[config.mk]
export PLATFORM = sky130hd
export DESIGN_NAME = nbu_uart
export DESIGN_NICKNAME = d
export VERILOG_FILES = /design/src/core/nbu_pkg.sv /design/src/core/nbu_stream_if.sv /design/src/core/nbu_fifo.sv /design/src/core/nbu_baud.sv /design/src/core/nbu_uart.sv
export VERILOG_INCLUDE_DIRS = /design/src /design/src/core
export SDC_FILE = /design/constraint.sdc
export NUM_CORES = 1
export LEC_CHECK = 0
export CAP_MARGIN = 20
export CORE_ASPECT_RATIO = 0.7
export CORE_UTILIZATION = 55
export DETAILED_ROUTE_END_ITERATION = 6
export DONT_BUFFER_PORTS = 1
export PLACE_DENSITY = 0.7
export REMOVE_ABC_BUFFERS = 1
export SETUP_SLACK_MARGIN = 0.3
export SYNTH_ARGS = -nofsm -noshare
export SYNTH_HDL_FRONTEND = slang
export SYNTH_SLANG_ARGS = --single-unit
[constraint.sdc]
create_clock -name clk_i -period 5.7 [get_ports clk_i]
set_clock_uncertainty 0.05 [all_clocks]
set_input_delay 0.285 -clock clk_i [delete_from_list [all_inputs] [get_ports clk_i]]
set_output_delay 0.285 -clock clk_i [all_outputs]
set_load 0.01 [all_outputs]
[src/core/nbu_consts.svh]
`ifndef NBU_CONSTS_SVH
`define NBU_CONSTS_SVH

// register byte offsets
`define NBU_OFF_CTRL     4'h0
`define NBU_OFF_STAT     4'h4
`define NBU_OFF_DATA     4'h8
`define NBU_ADDR_W       4

// serial_control field positions
`define NBU_C_VAR        0
`define NBU_C_TSEL       1
`define NBU_C_DBL        2
`define NBU_C_T9         3
`define NBU_C_REN        4
`define NBU_C_MPF        5
`define NBU_C_IEN        6

// status field positions
`define NBU_S_TXD        0
`define NBU_S_RXD        1
`define NBU_S_R9         2
`define NBU_S_BSY        3

// timing
`define NBU_BIT_SLOW     64
`define NBU_BIT_FAST     32
`define NBU_OS_RATE      16
`define NBU_DIV_SLOW     3'(`NBU_BIT_SLOW / `NBU_OS_RATE)
`define NBU_DIV_FAST     3'(`NBU_BIT_FAST / `NBU_OS_RATE)
`define NBU_OS_LAST      4'(`NBU_OS_RATE - 1)
`define NBU_OS_MID       4'(`NBU_OS_RATE / 2 - 1)
`define NBU_LAST_DBIT    3'h7

// reset values and responses
`define NBU_CTRL_RST     7'h00
`define NBU_RESP_OKAY    2'h0
`define NBU_RESP_SLVERR  2'h2

`endif

[src/core/nbu_pkg.sv]
package nbu_pkg;

  typedef enum logic [2:0] {
    NBU_TX_IDLE  = 3'h0,
    NBU_TX_START = 3'h1,
    NBU_TX_DATA  = 3'h3,
    NBU_TX_NINTH = 3'h2,
    NBU_TX_STOP  = 3'h6
  } nbu_tx_st_t;

  typedef enum logic [2:0] {
    NBU_RX_IDLE  = 3'h0,
    NBU_RX_START = 3'h1,
    NBU_RX_DATA  = 3'h3,
    NBU_RX_NINTH = 3'h2,
    NBU_RX_STOP  = 3'h6
  } nbu_rx_st_t;

endpackage

[src/core/nbu_stream_if.sv]
`timescale 1ns/1ps
`default_nettype none
interface nbu_stream_if #(
  parameter int W = 8
);
  logic         valid;
  logic         ready;
  logic [W-1:0] data;

  modport src (output valid, output data, input ready);
  modport snk (input valid, input data, output ready);
endinterface
`default_nettype wire

[src/core/nbu_fifo.sv]
`timescale 1ns/1ps
`default_nettype none
module nbu_fifo #(
  parameter int W     = 8,
  parameter int DEPTH = 4
) (
  input  wire logic    clk_i,
  input  wire logic    sys_rst_i,
  nbu_stream_if.snk    in_s,
  nbu_stream_if.src    out_s
);
  import nbu_pkg::*;

  localparam int AW = $clog2(DEPTH);

  typedef struct packed {
    logic [DEPTH-1:0][W-1:0] mem;
    logic [AW:0]             wr;
    logic [AW:0]             rd;
  } nbu_fifo_st_t;

  nbu_fifo_st_t q;
  nbu_fifo_st_t d;
  logic         full;
  logic         empty;

  assign empty       = (q.wr == q.rd);
  assign full        = (q.wr[AW-1:0] == q.rd[AW-1:0]) && (q.wr[AW] != q.rd[AW]);
  assign in_s.ready  = !full;
  assign out_s.valid = !empty;
  assign out_s.data  = q.mem[q.rd[AW-1:0]];

  always_comb begin
    d = q;
    if (in_s.valid && !full) begin
      d.mem[q.wr[AW-1:0]] = in_s.data;
      d.wr = q.wr + 1'b1;
    end
    if (out_s.ready && !empty) begin
      d.rd = q.rd + 1'b1;
    end
  end

  always_ff @(posedge clk_i) begin
    if (sys_rst_i) begin
      q <= '0;
    end else begin
      q <= d;
    end
  end
endmodule
`default_nettype wire

[src/core/nbu_baud.sv]
`timescale 1ns/1ps
`default_nettype none
`include "nbu_consts.svh"
module nbu_baud (
  input  wire logic clk_i,
  input  wire logic sys_rst_i,
  input  wire logic var_mode_i,
  input  wire logic timer_sel_i,
  input  wire logic baud_double_i,
  input  wire logic timer1_ovf_i,
  input  wire logic timer2_ovf_i,
  output logic      os_tick_o
);
  import nbu_pkg::*;

  typedef struct packed {
    logic [2:0] cnt;
    logic       tick;
  } nbu_baud_st_t;

  nbu_baud_st_t q;
  nbu_baud_st_t d;
  logic [2:0]   div;

  assign os_tick_o = q.tick;

  always_comb begin
    d      = q;
    d.tick = 1'b0;
    div    = baud_double_i ? `NBU_DIV_FAST : `NBU_DIV_SLOW;
    if (var_mode_i) begin
      d.cnt  = 3'h0;
      d.tick = timer_sel_i ? timer2_ovf_i : timer1_ovf_i;
    end else if (q.cnt >= div - 3'h1) begin
      d.cnt  = 3'h0;
      d.tick = 1'b1;
    end else begin
      d.cnt = q.cnt + 3'h1;
    end
  end

  always_ff @(posedge clk_i) begin
    if (sys_rst_i) begin
      q <= '0;
    end else begin
      q <= d;
    end
  end
endmodule
`default_nettype wire

[src/core/nbu_uart.sv]
// The register offsets and the AXI4-Lite interface to the registers were chosen for this implementation.
`timescale 1ns/1ps
`default_nettype none
`include "nbu_consts.svh"
// Overview of operation
// - frame: start, eight data bits lsb first, ninth bit, stop
// - transmitted ninth bit is the tx_ninth_bit control value
// - received ninth bit goes to rx_ninth_bit; stop level ignored
// - writing the data buffer queues a new transmit frame in a four-deep fifo
// - tx_done_flag sets when the stop bit period begins
// - receiver accepts frames only while receive enable is set
// - accept only if rx_done_flag clear and filter passes ninth bit
// - accepted frame loads buffer, ninth bit, sets rx_done; else nothing
// - interrupt request when either flag set and interrupt enabled
// - fixed rate is clock over 64, or over 32 when doubled
// - reset clears baud_double, selecting the slower fixed rate
// - variable mode uses same frame, timed by timer one or two
// - senders mark address bytes ninth=1, data bytes ninth=0
// - no hardware address compare; software clears filter on match
module nbu_uart (
  input  wire logic        clk_i,
  input  wire logic        sys_rst_i,
  input  wire logic [31:0] s_axi_awaddr_i,
  input  wire logic        s_axi_awvalid_i,
  output logic             s_axi_awready_o,
  input  wire logic [31:0] s_axi_wdata_i,
  input  wire logic [3:0]  s_axi_wstrb_i,
  input  wire logic        s_axi_wvalid_i,
  output logic             s_axi_wready_o,
  output logic [1:0]       s_axi_bresp_o,
  output logic             s_axi_bvalid_o,
  input  wire logic        s_axi_bready_i,
  input  wire logic [31:0] s_axi_araddr_i,
  input  wire logic        s_axi_arvalid_i,
  output logic             s_axi_arready_o,
  output logic [31:0]      s_axi_rdata_o,
  output logic [1:0]       s_axi_rresp_o,
  output logic             s_axi_rvalid_o,
  input  wire logic        s_axi_rready_i,
  input  wire logic        rxd_i,
  output logic             txd_o,
  input  wire logic        timer1_ovf_i,
  input  wire logic        timer2_ovf_i,
  output logic             serial_irq_o
);
  import nbu_pkg::*;

  typedef struct packed {
    logic                    aw_rdy;
    logic                    w_rdy;
    logic                    aw_got;
    logic                    w_got;
    logic [`NBU_ADDR_W-1:0]  aw_addr;
    logic [7:0]              w_data;
    logic                    w_strb0;
    logic                    b_valid;
    logic [1:0]              b_resp;
    logic                    ar_rdy;
    logic                    r_valid;
    logic [1:0]              r_resp;
    logic [7:0]              r_data;
    logic                    var_mode;
    logic                    timer_sel;
    logic                    baud_double;
    logic                    tx_ninth_bit;
    logic                    rx_enable;
    logic                    multiproc_filter;
    logic                    irq_enable;
    logic                    tx_done_flag;
    logic                    rx_done_flag;
    logic                    rx_ninth_bit;
    logic [7:0]              serial_data_buffer;
    logic                    irq;
    nbu_tx_st_t              tx_st;
    logic [3:0]              tx_cnt;
    logic [2:0]              tx_bit;
    logic [8:0]              tx_sh;
    logic                    txd;
    nbu_rx_st_t              rx_st;
    logic [3:0]              rx_cnt;
    logic [2:0]              rx_bit;
    logic [8:0]              rx_sh;
    logic                    rxd_prev;
  } nbu_core_st_t;

  localparam nbu_core_st_t RST_ST = '{
    aw_rdy:   1'b1,
    w_rdy:    1'b1,
    ar_rdy:   1'b1,
    txd:      1'b1,
    rxd_prev: 1'b1,
    tx_st:    NBU_TX_IDLE,
    rx_st:    NBU_RX_IDLE,
    default:  '0
  };

  nbu_core_st_t q;
  nbu_core_st_t d;
  logic         os_tick;
  logic         wr_done;
  logic [6:0]   ctrl_rd;

  nbu_stream_if #(.W(8)) tx_in ();
  nbu_stream_if #(.W(8)) tx_out ();

  nbu_fifo #(
    .W     (8),
    .DEPTH (4)
  ) u_tx_fifo (
    .clk_i     (clk_i),
    .sys_rst_i (sys_rst_i),
    .in_s      (tx_in),
    .out_s     (tx_out)
  );

  nbu_baud u_baud (
    .clk_i         (clk_i),
    .sys_rst_i     (sys_rst_i),
    .var_mode_i    (q.var_mode),
    .timer_sel_i   (q.timer_sel),
    .baud_double_i (q.baud_double),
    .timer1_ovf_i  (timer1_ovf_i),
    .timer2_ovf_i  (timer2_ovf_i),
    .os_tick_o     (os_tick)
  );

  assign s_axi_awready_o = q.aw_rdy;
  assign s_axi_wready_o  = q.w_rdy;
  assign s_axi_bvalid_o  = q.b_valid;
  assign s_axi_bresp_o   = q.b_resp;
  assign s_axi_arready_o = q.ar_rdy;
  assign s_axi_rvalid_o  = q.r_valid;
  assign s_axi_rresp_o   = q.r_resp;
  assign s_axi_rdata_o   = {24'h000000, q.r_data};
  assign txd_o           = q.txd;
  assign serial_irq_o    = q.irq;

  assign tx_in.data   = q.w_data;
  assign tx_out.ready = (q.tx_st == NBU_TX_IDLE);

  always_comb begin
    ctrl_rd = '0;
    ctrl_rd[`NBU_C_VAR]  = q.var_mode;
    ctrl_rd[`NBU_C_TSEL] = q.timer_sel;
    ctrl_rd[`NBU_C_DBL]  = q.baud_double;
    ctrl_rd[`NBU_C_T9]   = q.tx_ninth_bit;
    ctrl_rd[`NBU_C_REN]  = q.rx_enable;
    ctrl_rd[`NBU_C_MPF]  = q.multiproc_filter;
    ctrl_rd[`NBU_C_IEN]  = q.irq_enable;
  end

  always_comb begin
    d           = q;
    wr_done     = 1'b0;
    tx_in.valid = 1'b0;

    // write address and data are taken independently
    if (q.aw_rdy && s_axi_awvalid_i) begin
      d.aw_rdy  = 1'b0;
      d.aw_got  = 1'b1;
      d.aw_addr = s_axi_awaddr_i[`NBU_ADDR_W-1:0];
    end
    if (q.w_rdy && s_axi_wvalid_i) begin
      d.w_rdy   = 1'b0;
      d.w_got   = 1'b1;
      d.w_data  = s_axi_wdata_i[7:0];
      d.w_strb0 = s_axi_wstrb_i[0];
    end

    if (q.aw_got && q.w_got && !q.b_valid) begin
      d.b_resp = `NBU_RESP_OKAY;
      case (q.aw_addr)
        `NBU_OFF_CTRL: begin
          wr_done = 1'b1;
          if (q.w_strb0) begin
            d.var_mode         = q.w_data[`NBU_C_VAR];
            d.timer_sel        = q.w_data[`NBU_C_TSEL];
            d.baud_double      = q.w_data[`NBU_C_DBL];
            d.tx_ninth_bit     = q.w_data[`NBU_C_T9];
            d.rx_enable        = q.w_data[`NBU_C_REN];
            d.multiproc_filter = q.w_data[`NBU_C_MPF];
            d.irq_enable       = q.w_data[`NBU_C_IEN];
          end
        end
        `NBU_OFF_STAT: begin
          wr_done = 1'b1;
          if (q.w_strb0) begin
            // writing zero clears a flag, writing one leaves it
            d.tx_done_flag = q.tx_done_flag & q.w_data[`NBU_S_TXD];
            d.rx_done_flag = q.rx_done_flag & q.w_data[`NBU_S_RXD];
          end
        end
        `NBU_OFF_DATA: begin
          if (!q.w_strb0) begin
            wr_done = 1'b1;
          end else if (tx_in.ready) begin
            // a full fifo holds the write response back
            tx_in.valid = 1'b1;
            wr_done     = 1'b1;
          end
        end
        default: begin
          wr_done  = 1'b1;
          d.b_resp = `NBU_RESP_SLVERR;
        end
      endcase
      if (wr_done) begin
        d.b_valid = 1'b1;
      end
    end
    if (q.b_valid && s_axi_bready_i) begin
      d.b_valid = 1'b0;
      d.aw_got  = 1'b0;
      d.w_got   = 1'b0;
      d.aw_rdy  = 1'b1;
      d.w_rdy   = 1'b1;
    end

    // reads have no side effect
    if (q.ar_rdy && s_axi_arvalid_i) begin
      d.ar_rdy  = 1'b0;
      d.r_valid = 1'b1;
      d.r_resp  = `NBU_RESP_OKAY;
      d.r_data  = 8'h00;
      case (s_axi_araddr_i[`NBU_ADDR_W-1:0])
        `NBU_OFF_CTRL: begin
          d.r_data = {1'b0, ctrl_rd};
        end
        `NBU_OFF_STAT: begin
          d.r_data[`NBU_S_TXD] = q.tx_done_flag;
          d.r_data[`NBU_S_RXD] = q.rx_done_flag;
          d.r_data[`NBU_S_R9]  = q.rx_ninth_bit;
          d.r_data[`NBU_S_BSY] = (q.tx_st != NBU_TX_IDLE);
        end
        `NBU_OFF_DATA: begin
          d.r_data = q.serial_data_buffer;
        end
        default: begin
          d.r_resp = `NBU_RESP_SLVERR;
        end
      endcase
    end
    if (q.r_valid && s_axi_rready_i) begin
      d.r_valid = 1'b0;
      d.ar_rdy  = 1'b1;
    end

    // transmitter, sixteen oversample ticks per bit
    case (q.tx_st)
      NBU_TX_IDLE: begin
        d.txd = 1'b1;
        if (tx_out.valid) begin
          d.tx_sh  = {q.tx_ninth_bit, tx_out.data};
          d.tx_st  = NBU_TX_START;
          d.tx_cnt = 4'h0;
          d.txd    = 1'b0;
        end
      end
      NBU_TX_START, NBU_TX_DATA, NBU_TX_NINTH, NBU_TX_STOP: begin
        if (os_tick) begin
          d.tx_cnt = q.tx_cnt + 4'h1;
          if (q.tx_cnt == `NBU_OS_LAST) begin
            d.tx_cnt = 4'h0;
            case (q.tx_st)
              NBU_TX_START: begin
                d.tx_st  = NBU_TX_DATA;
                d.tx_bit = 3'h0;
                d.txd    = q.tx_sh[0];
              end
              NBU_TX_DATA: begin
                d.tx_sh  = {1'b0, q.tx_sh[8:1]};
                d.txd    = q.tx_sh[1];
                d.tx_bit = q.tx_bit + 3'h1;
                if (q.tx_bit == `NBU_LAST_DBIT) begin
                  d.tx_st = NBU_TX_NINTH;
                end
              end
              NBU_TX_NINTH: begin
                d.tx_st        = NBU_TX_STOP;
                d.txd          = 1'b1;
                d.tx_done_flag = 1'b1;
              end
              default: begin
                d.tx_st = NBU_TX_IDLE;
              end
            endcase
          end
        end
      end
      default: begin
        d.tx_st = NBU_TX_IDLE;
      end
    endcase

    // receiver
    d.rxd_prev = rxd_i;
    case (q.rx_st)
      NBU_RX_IDLE: begin
        if (q.rx_enable && q.rxd_prev && !rxd_i) begin
          d.rx_st  = NBU_RX_START;
          d.rx_cnt = 4'h0;
        end
      end
      NBU_RX_START, NBU_RX_DATA, NBU_RX_NINTH, NBU_RX_STOP: begin
        if (!q.rx_enable) begin
          d.rx_st = NBU_RX_IDLE;
        end else if (os_tick) begin
          d.rx_cnt = q.rx_cnt + 4'h1;
          if (q.rx_st == NBU_RX_START) begin
            if (q.rx_cnt == `NBU_OS_MID) begin
              d.rx_cnt = 4'h0;
              d.rx_bit = 3'h0;
              // a glitch that is high again at mid start is dropped
              d.rx_st  = rxd_i ? NBU_RX_IDLE : NBU_RX_DATA;
            end
          end else if (q.rx_cnt == `NBU_OS_LAST) begin
            d.rx_cnt = 4'h0;
            case (q.rx_st)
              NBU_RX_DATA: begin
                d.rx_sh  = {rxd_i, q.rx_sh[8:1]};
                d.rx_bit = q.rx_bit + 3'h1;
                if (q.rx_bit == `NBU_LAST_DBIT) begin
                  d.rx_st = NBU_RX_NINTH;
                end
              end
              NBU_RX_NINTH: begin
                d.rx_sh = {rxd_i, q.rx_sh[8:1]};
                d.rx_st = NBU_RX_STOP;
              end
              default: begin
                // stop level is not checked
                d.rx_st = NBU_RX_IDLE;
                if (!q.rx_done_flag &&
                    (!q.multiproc_filter || q.rx_sh[8])) begin
                  d.serial_data_buffer = q.rx_sh[7:0];
                  d.rx_ninth_bit       = q.rx_sh[8];
                  d.rx_done_flag       = 1'b1;
                end
              end
            endcase
          end
        end
      end
      default: begin
        d.rx_st = NBU_RX_IDLE;
      end
    endcase

    d.irq = q.irq_enable && (q.tx_done_flag || q.rx_done_flag);
  end

  always_ff @(posedge clk_i) begin
    if (sys_rst_i) begin
      q <= RST_ST;
    end else begin
      q <= d;
    end
  end
endmodule
`default_nettype wire

==> results of run 1 <==
layout by cell type, fill, tap and decap left out, drive strengths merged, types with 19 or more instances in the layout:
master,instances
a21oi,48
dfxtp,131
nand2,41
nand2b,48
nor3,20
nand3,32
o21ai,20
conb,26
mux2i,57
clkbuf,22
nor2,41
dlygate4sd3,19
cell families (layout without fill, tap and decap cells):
kind of cell / after synthesis / count (layout) / share of synthesized area, %
simple gates: 227 / 227 / 19.5
flops: 131 / 131 / 42.0
compound gates: 130 / 130 / 14.1
buf+inv: 80 / 61 / 7.35
mux: 67 / 67 / 12.4
fa+ha+maj: 13 / 13 / 2.61
xor+xnor: 13 / 13 / 1.94
other cells: 1 / 26 / 0.0601
registers in the layout, summed over array words and instances (netlist names), 3 cells and up:
signal,flops
q,57
tx_in.data,8
u_tx_fifo.q,38
u_baud.q,3
ctrl_rd,7
s_axi_rdata_o,8
critical path, cell delays in order (launching register included):
cell      delay [ps]
dfxtp_1          870
xnor2_2          240
a21oi_1          770
or2_2            350
a211oi_1         100
timing repair:
item                                   in CTS  in global routing
endpoints found under the hold margin      92                  0
buffers inserted                            0                  0
hold buffers                               20                  0
routing by layer:
layer	global-route usage (%)	wire length [µm]
met3	6.07	793
met4	8.73	89
met5	0	0
met2	37.3	6040
met1	34.1	6500
metrics by stage:
stage / hold slack (ps) / cell area [µm²] / total power, W
4_1_cts: 1.14 / 6920 / 0.00226
2_1_floorplan: 300 / 5920 / 0.00111
5_1_grt: 16.5 / 6920 / 0.00233
3_3_place_gp: 318 / 6110 / 0.00114
3_5_place_dp: 318 / 6110 / 0.00114
6_report: 22.0 / 6920 / 0.00225
power by group through the flow:
stage          registers (W)  clock network [W]  logic [W]
2_1_floorplan       0.000993                  0   0.000116
3_3_place_gp         0.00100                  0   0.000135
3_5_place_dp         0.00100                  0   0.000140
4_1_cts             0.000985            0.00111   0.000163
5_1_grt             0.000990            0.00115   0.000185
6_report            0.000985            0.00110   0.000166
path summary, 6_finish.rpt:
path,cells after the start,end
setup / recovery,4,q[28]$_SDFFE_PP0P_
hold / removal,2,s_axi_rvalid_o$_SDFFE_PP0P_
setup reg to reg,4,q[28]$_SDFFE_PP0P_
hold reg to reg,2,tx_in.data[7]$_SDFFE_PP0P_
cell type report:
| type | count | share of cell area [%] |
|---|---|---|
| Multi-Input combinational cell | 476 | 47.1 |
| Sequential cell | 131 | 37.9 |
| Clock buffer | 22 | 6.71 |
| Timing Repair Buffer | 20 | 3.15 |
| Tap cell | 153 | 2.77 |
| Clock inverter | 9 | 1.88 |
| Inverter | 10 | 0.542 |
==> impl_metrics.ini, run 1 <==
[status]
status = completed

[placement]
dp_cells = 770
gp_congestion = 0.803
post-place-ws_ps = 3260
dpl.hpwl_um = 8740
port_buffers = 0

[logic_synthesis]
ys_types = 64
yosys-top-cells-area = dfxtp_1 (42%), mux2i_1 (9.1%), nand2b_1 (4.8%), buf_4 (4.4%), a21oi_1 (3.8%)
async_flop_share_pct = 0
ys_top_cells_by_count = dfxtp_1 (131), mux2i_1 (57), nand2b_1 (48)
synth_area_um2 = 6240
yosysWarnings = 0
synth_ff_type = dfxtp_1
postSynthAreaPerCell_um2 = 9.43
synth_top_area_share_pct = 42.0
synthCells = 662
synth-seq-cells = 131
yosysTopAreaCell = dfxtp_1
synth_edf_count = 0
yosysMostFrequentCell = dfxtp_1
seq_area_frac_synth_pct = 42.0

[final_layout]
ff_latch_area_um2 = 2620
diodes = 0
area_growth_pct = 10.8
drive_gt1_share_pct = 8.23
multi_input_area_um2 = 3260
final_cells = 821
fillCellCount = 906
nNetsFinal = 779
final_util_pct = 62.6

[clocking]
clk_path_buf_depth = 2
numCtsBuffers = 17
cts_resized = 0
clk_latency_ps = 410
clkTransAtPathRegs_ps = 50
cts_tree = built
root_buffer = clkbuf_16
cts.sinks = 131
cts-htree-levels = 4

[min_path]
hold_start = s_axi_rready_i
min_path_type = primary input to flop

[detailed_routing]
via_count = 4676
ant_nets = 0
firstDrtPassIters = 5
drc = 0
wl_um = 13400
drt-vias-per-instance = 5.70
drt-initial-drc-count = 442
wl_per_cell_um = 16.4

[timing]
setup_ws_ps = 3190
setup_viol = 0
timing.fmax_mhz = 398
final_hold_viol_count = 0
fin_tns_setup_ps = 0
period_share_pct = 44.1
drv_slew = 0
rsz0062_at_grt = no
period_minus_slack_ps = 2510
max_slew_margin_pct = 40.5
tightest_slew_ps = 893

[global_routing]
antenna_found_initial = 0
grt_pass1_vias = 4512
grt_overflow = 0
grt_use_total_pct = 24.7
grt_pass1_wl_um = 22500
grt_max_degree = 90

[pwr]
p_sw_w = 0.000524
combPwrFrac_pct = 7.4
swShare_pct = 23.3
leakage_nw = 2.67
power.density_nw_per_um2 = 325
clockPowerShare_pct = 48.8
seq_power_share_pct = 43.8
intPower_w = 0.00172
ir_drop_uv = 230

[worst_setup_path]
cp-start-kind = flop
r2r_start = u_tx_fifo.q[0]$_SDFFE_PP0P_
path_class = flop to flop
worstSetupStartpoint = u_tx_fifo.q[0]$_SDFFE_PP0P_
cp_max_fo = 12
rrSetupSlack_ps = 3190
endpoint_kind = flop
required_ps = 5930
cp.arrival_ps = 2740

[floorplanning]
start_util_pct = 56.5
core_area_um2 = 11100
die-height_um = 91.1
row_count = 32
ios = 153
fp.dieArea_um2 = 11800
die_w_um = 129

[flow_run]
cap_viol_max_count = 0
Power figures use the tool's default switching activity.
==> run 2, diff against run 1 <==
--- a/config.mk
+++ b/config.mk
@@ -11,7 +11,7 @@
 export CORE_UTILIZATION = 55
 export DETAILED_ROUTE_END_ITERATION = 6
 export DONT_BUFFER_PORTS = 1
-export PLACE_DENSITY = 0.7
+export PLACE_DENSITY = 0.73
 export REMOVE_ABC_BUFFERS = 1
 export SETUP_SLACK_MARGIN = 0.3
 export SYNTH_ARGS = -nofsm -noshare
==> constraint.sdc (replaced) <==
create_clock -name clk_i -period 2.1 [get_ports clk_i]
set_clock_uncertainty 0.05 [all_clocks]
set_input_delay 0.105 -clock clk_i [delete_from_list [all_inputs] [get_ports clk_i]]
set_output_delay 0.105 -clock clk_i [all_outputs]
set_load 0.01 [all_outputs]
==> run 2 against run 1 <==
Critical path depth unchanged; critical endpoint is now q[19]$_SDFFE_PP0P_; utilization up 6.6 points; sequential share of layout area down 3.5 points; largest cell class unchanged.
==> impl_metrics.ini, run 2 (same netlist as run 1, synthesis figures left out) <==
[floorplanning]
row_count = 32
die_w_um = 129
fp.dieArea_um2 = 11800
core_area_um2 = 11100
die-height_um = 91.1
start_util_pct = 56.5
ios = 153

[final_layout]
final_common_cell = dfxtp_1
diodes = 0
top_regs = q x57, u_tx_fifo.q x38
fillCellCount = 817
area_growth_pct = 22.5
nNetsFinal = 840
regMostFlops = q
largest_reg_flops = 57
drive_gt1_share_pct = 14.4
layout_common_cells = dfxtp_1 (122), dlygate4sd3_1 (59), mux2i_1 (55)

[clocking]
root_buffer = clkbuf_16
cts.sinks = 131
cts-htree-levels = 4
clk_path_buf_depth = 2
numCtsBuffers = 17
clk_latency_ps = 420
cts_tree = built
clkTransAtPathRegs_ps = 60

[flow_run]
cap_viol_max_count = 0

[worst_setup_path]
cp_max_fo = 8
path_cells = nor3b_2 > mux2i_2 > a211oi_2 > o32ai_1
cp-start-kind = flop
crit_slowest_cell = dfxtp_1
endpoint_kind = flop
path_class = flop to flop
critPathMaxStageDelay_ps = 500
rrSetupSlack_ps = 360
required_ps = 2370
cp.arrival_ps = 2010

[placement]
port_buffers = 0
gp_congestion = 0.850
dpl.hpwl_um = 9420

[global_routing]
grt_pass1_vias = 5094
grt_use_total_pct = 27.1
grt_pass1_wl_um = 24900
antenna_found_initial = 0
grt_overflow = 0
grt_max_degree = 90

[detailed_routing]
wl_um = 15500
firstDrtPassIters = 5
drc = 0
ant_nets = 0
via_count = 5162
drt-vias-per-instance = 5.85
wl_per_cell_um = 17.5
drt-initial-drc-count = 443

[pwr]
ir_drop_uv = 574
leakage_nw = 2.92
power.total_w = 0.00618
power.density_nw_per_um2 = 808

[timing]
max_slew_margin_pct = 46.3
timing.fmax_mhz = 575
setup_viol = 0
final_hold_viol_count = 0
rsz0062_at_grt = no
fin_tns_setup_ps = 0
period_minus_slack_ps = 1740
drv_slew = 0
tightest_slew_ps = 804
period_share_pct = 82.8

[status]
status = completed

[min_path]
min_path_type = primary input to flop
-- run 2: layer usage --
metal  part of all wire, %  routed length (µm)  track usage (%)  vias up
met5                     0                   0                0        -
met4                   2.2                 337             9.61        0
met3                   5.4                 843             5.95       32
met2                    47                7260             42.7      178
met1                    45                7040             36.4     2529
li1                      -                   -                -     2423
-- run 2: final cells by class --
class	count	area [µm²]	share of cell area, %
clock inverter	10	133	1.73
sequential	131	2630	34.4
tap	153	191	2.50
timing repair buffer	81	783	10.2
multi-input combinational	476	3420	44.7
inverter	10	37.5	0.491
clock buffer	22	454	5.94
-- run 2: worst max-delay path: cells and delay by family (launching register included) --
kind | cells | cell delay [ps]
simple gates | 1 | 330
compound gates | 2 | 410
flops | 1 | 500
mux | 1 | 360
-- run 2: final timing paths --
kind / from / end / depth (start not counted)
worst max-delay path: q[17]$_SDFFE_PP0P_ / q[19]$_SDFFE_PP0P_ / 4
worst min-delay path: s_axi_araddr_i[2] / s_axi_rdata_o[3]$_SDFFE_PP0P_ / 4
worst max register to register: q[17]$_SDFFE_PP0P_ / q[19]$_SDFFE_PP0P_ / 4
worst min register to register: q[32]$_SDFFE_PP0P_ / q[32]$_SDFFE_PP0P_ / 2
-- run 2: what timing repair did --
item | in CTS | in global routing
endpoints found under the setup margin | 16 | 78
hold endpoints to repair | 131 | 0
gates resized for setup | 7 | 33
pin swaps | 0 | 3
hold buffers | 60 | 0
setup buffers | 0 | 4
-- run 2: where the power goes --
part / internal [W] / switching, W
Combinational: 0.000248 / 0.000305
Clock: 0.00189 / 0.00107
Sequential: 0.00257 / 0.0000973
-- run 2: per-stage QoR --
step / hold slack [ps] / setup slack [ps] / util [%] / cell area (µm²) / cells
2_1_floorplan: 120 / 110 / - / 5920 / 617
6_report: 23.4 / 361 / 69.2 / 7650 / 883
3_5_place_dp: 136 / 153 / 56.4 / 6230 / 787
4_1_cts: 11.1 / 236 / 67.6 / 7470 / 879
3_3_place_gp: 135 / 234 / 56.4 / 6230 / 787
5_1_grt: 57.5 / 258 / 69.2 / 7650 / 883
==> run 3, diff against run 2 <==
--- a/config.mk
+++ b/config.mk
@@ -11,7 +11,7 @@
 export CORE_UTILIZATION = 55
 export DETAILED_ROUTE_END_ITERATION = 6
 export DONT_BUFFER_PORTS = 1
-export PLACE_DENSITY = 0.73
+export PLACE_DENSITY = 0.7
 export REMOVE_ABC_BUFFERS = 1
 export SETUP_SLACK_MARGIN = 0.3
 export SYNTH_ARGS = -nofsm -noshare
==> constraint.sdc (replaced) <==
create_clock -name clk_i -period 1.7 [get_ports clk_i]
set_clock_uncertainty 0.05 [all_clocks]
set_input_delay 0.085 -clock clk_i [delete_from_list [all_inputs] [get_ports clk_i]]
set_output_delay 0.085 -clock clk_i [all_outputs]
set_load 0.01 [all_outputs]
==> run 3 against run 2 <==
The run now ends with hold timing, setup timing left; sequential share of layout area is 4.5 points lower; critical path depth increased by 2; maximum frequency decreased by 1.7%; via count rose by 16%; sequential cell count is the same; die area is the same; final cell count up 6.8%; first-iteration DRC count is 72% higher; critical endpoint is now q[18]$_SDFFE_PP0P_.
==> impl_metrics.ini, run 3 (same netlist as run 1, synthesis figures left out) <==
[status]
status = finished, violations left
violations = hold timing, setup timing

[final_layout]
largest_reg_flops = 57
layout_common_cells = dfxtp_1 (104), buf_4 (62), mux2i_1 (55)
regMostFlops = q
final_util_pct = 81.2
area_growth_pct = 43.7
fillCellCount = 557
drive_gt1_share_pct = 38.0
top_regs = q x57, u_tx_fifo.q x38
final_common_cell = dfxtp_1
final_cells = 943
diodes = 0
nNetsFinal = 900

[pwr]
leakage_nw = 3.29
intPower_w = 0.00594
clockPowerShare_pct = 47.5
p_sw_w = 0.00217
power.density_nw_per_um2 = 905
ir_drop_uv = 952
swShare_pct = 26.8
combPwrFrac_pct = 12.0
seq_power_share_pct = 40.6

[global_routing]
grt_pass1_wl_um = 29400
grt_use_total_pct = 32.7
grt_max_degree = 138
antenna_found_initial = 0
grt_pass1_vias = 5486
grt_overflow = 0

[clocking]
numCtsBuffers = 17
cts.sinks = 131
cts_tree = built
clk_path_buf_depth = 2
clkTransAtPathRegs_ps = 60
root_buffer = clkbuf_16
clk_latency_ps = 430
cts-htree-levels = 4

[floorplanning]
die_w_um = 129
fp.dieArea_um2 = 11800
core_area_um2 = 11100
start_util_pct = 56.5
row_count = 32
die-height_um = 91.1
ios = 153

[detailed_routing]
drt-initial-drc-count = 763
drc = 0
wl_um = 21600
wl_per_cell_um = 22.9
ant_nets = 0
firstDrtPassIters = 5
via_count = 5966
drt-vias-per-instance = 6.33

[timing]
setup_ws_ps = -68.8
rsz0062_at_grt = yes
drv_slew = 0
final_hold_viol_count = 96
setup_viol = 6
fin_hold_ws_ps = -323
period_minus_slack_ps = 1770
timing.fmax_mhz = 565
period_share_pct = 104

[worst_setup_path]
cp_max_fo = 4
endpoint_kind = flop
path_class = flop to flop
cp-start-kind = flop
cp.arrival_ps = 2060
required_ps = 1990

[placement]
port_buffers = 0
gp_congestion = 0.833
dp_cells = 817
dpl.hpwl_um = 9670

[flow_run]
cap_viol_max_count = 0

[min_path]
min_path_type = primary input to flop
[run 3: cell count changes in the layout (fill, tap and decap cells not counted), moves of 9 or more]
cell,delta
o21ai_0,-9
a21oi_2,+19
a21oi_1,-19
nand3_1,-16
dfxtp_1,-18
buf_6,+25
buf_4,+42
dlygate4sd3_1,-16
dfxtp_4,+11
[run 3: critical path, stage by stage, from the launching register on]
cell and delay [ps]:
dfxtp_4 370, buf_6 130, or3_4 350, nor4_4 400, buf_4 200, o21bai_1 60, mux2i_1 130
[run 3: layout make-up]
class | instances | area [µm²] | area share (%)
tap | 153 | 191 | 2.13
sequential | 131 | 2680 | 29.9
multi-input combinational | 479 | 4110 | 45.8
clock inverter | 14 | 178 | 1.98
timing repair buffer | 138 | 1340 | 14.9
clock buffer | 18 | 429 | 4.78
inverter | 10 | 37.5 | 0.418
[run 3: per-layer routing]
metal | GRT usage (%) | share of wire (%) | vias to the layer above
li1 | - | - | 2552
met1 | 43.2 | 40 | 2875
met2 | 51.4 | 46 | 429
met3 | 8.78 | 9.6 | 110
met4 | 10.9 | 4.2 | 0
met5 | 0 | 0 | -
[run 3: power groups by stage]
stage | Sequential (W) | Combinational (W) | Clock [W]
5_1_grt | 0.00330 | 0.00103 | 0.00398
6_report | 0.00329 | 0.000972 | 0.00385
2_1_floorplan | 0.00333 | 0.000389 | 0
4_1_cts | 0.00328 | 0.000814 | 0.00378
3_3_place_gp | 0.00333 | 0.000572 | 0
3_5_place_dp | 0.00333 | 0.000591 | 0
[run 3: stage by stage]
stage / worst slack, ps / cell area (µm²) / TNS [ps] / power [W]
after floorplan: -290 / 5920 / -5030 / 0.00372
after global placement: -2.67 / 6520 / -2.67 / 0.00390
after detailed placement: -104 / 6520 / -401 / 0.00392
after CTS: 66.1 / 8500 / 0 / 0.00787
after global routing: -108 / 8970 / -959 / 0.00831
final: -68.8 / 8970 / -199 / 0.00811
[run 3: final timing paths]
| kind | start | endpoint | slack (ps) | cells past startpoint |
|---|---|---|---|---|
| worst max-delay path | q[18]$_SDFFE_PP0P_ | q[18]$_SDFFE_PP0P_ | -70 | 6 |
| worst min-delay path | sys_rst_i | q[13]$_SDFFE_PP0P_ | -320 | 1 |
| worst max register to register | q[18]$_SDFFE_PP0P_ | q[18]$_SDFFE_PP0P_ | -70 | 6 |
| worst min register to register | u_baud.q[1]$_SDFF_PP0_ | u_baud.q[1]$_SDFF_PP0_ | 410 | 1 |
[run 3: what timing repair did]
item,CTS,global route
setup buffers,32,13
endpoints found under the hold margin,131,100
setup endpoints to repair,100,106
cloned,6,0
resized for setup,153,83
hold buffers,42,2
pin swaps,50,32
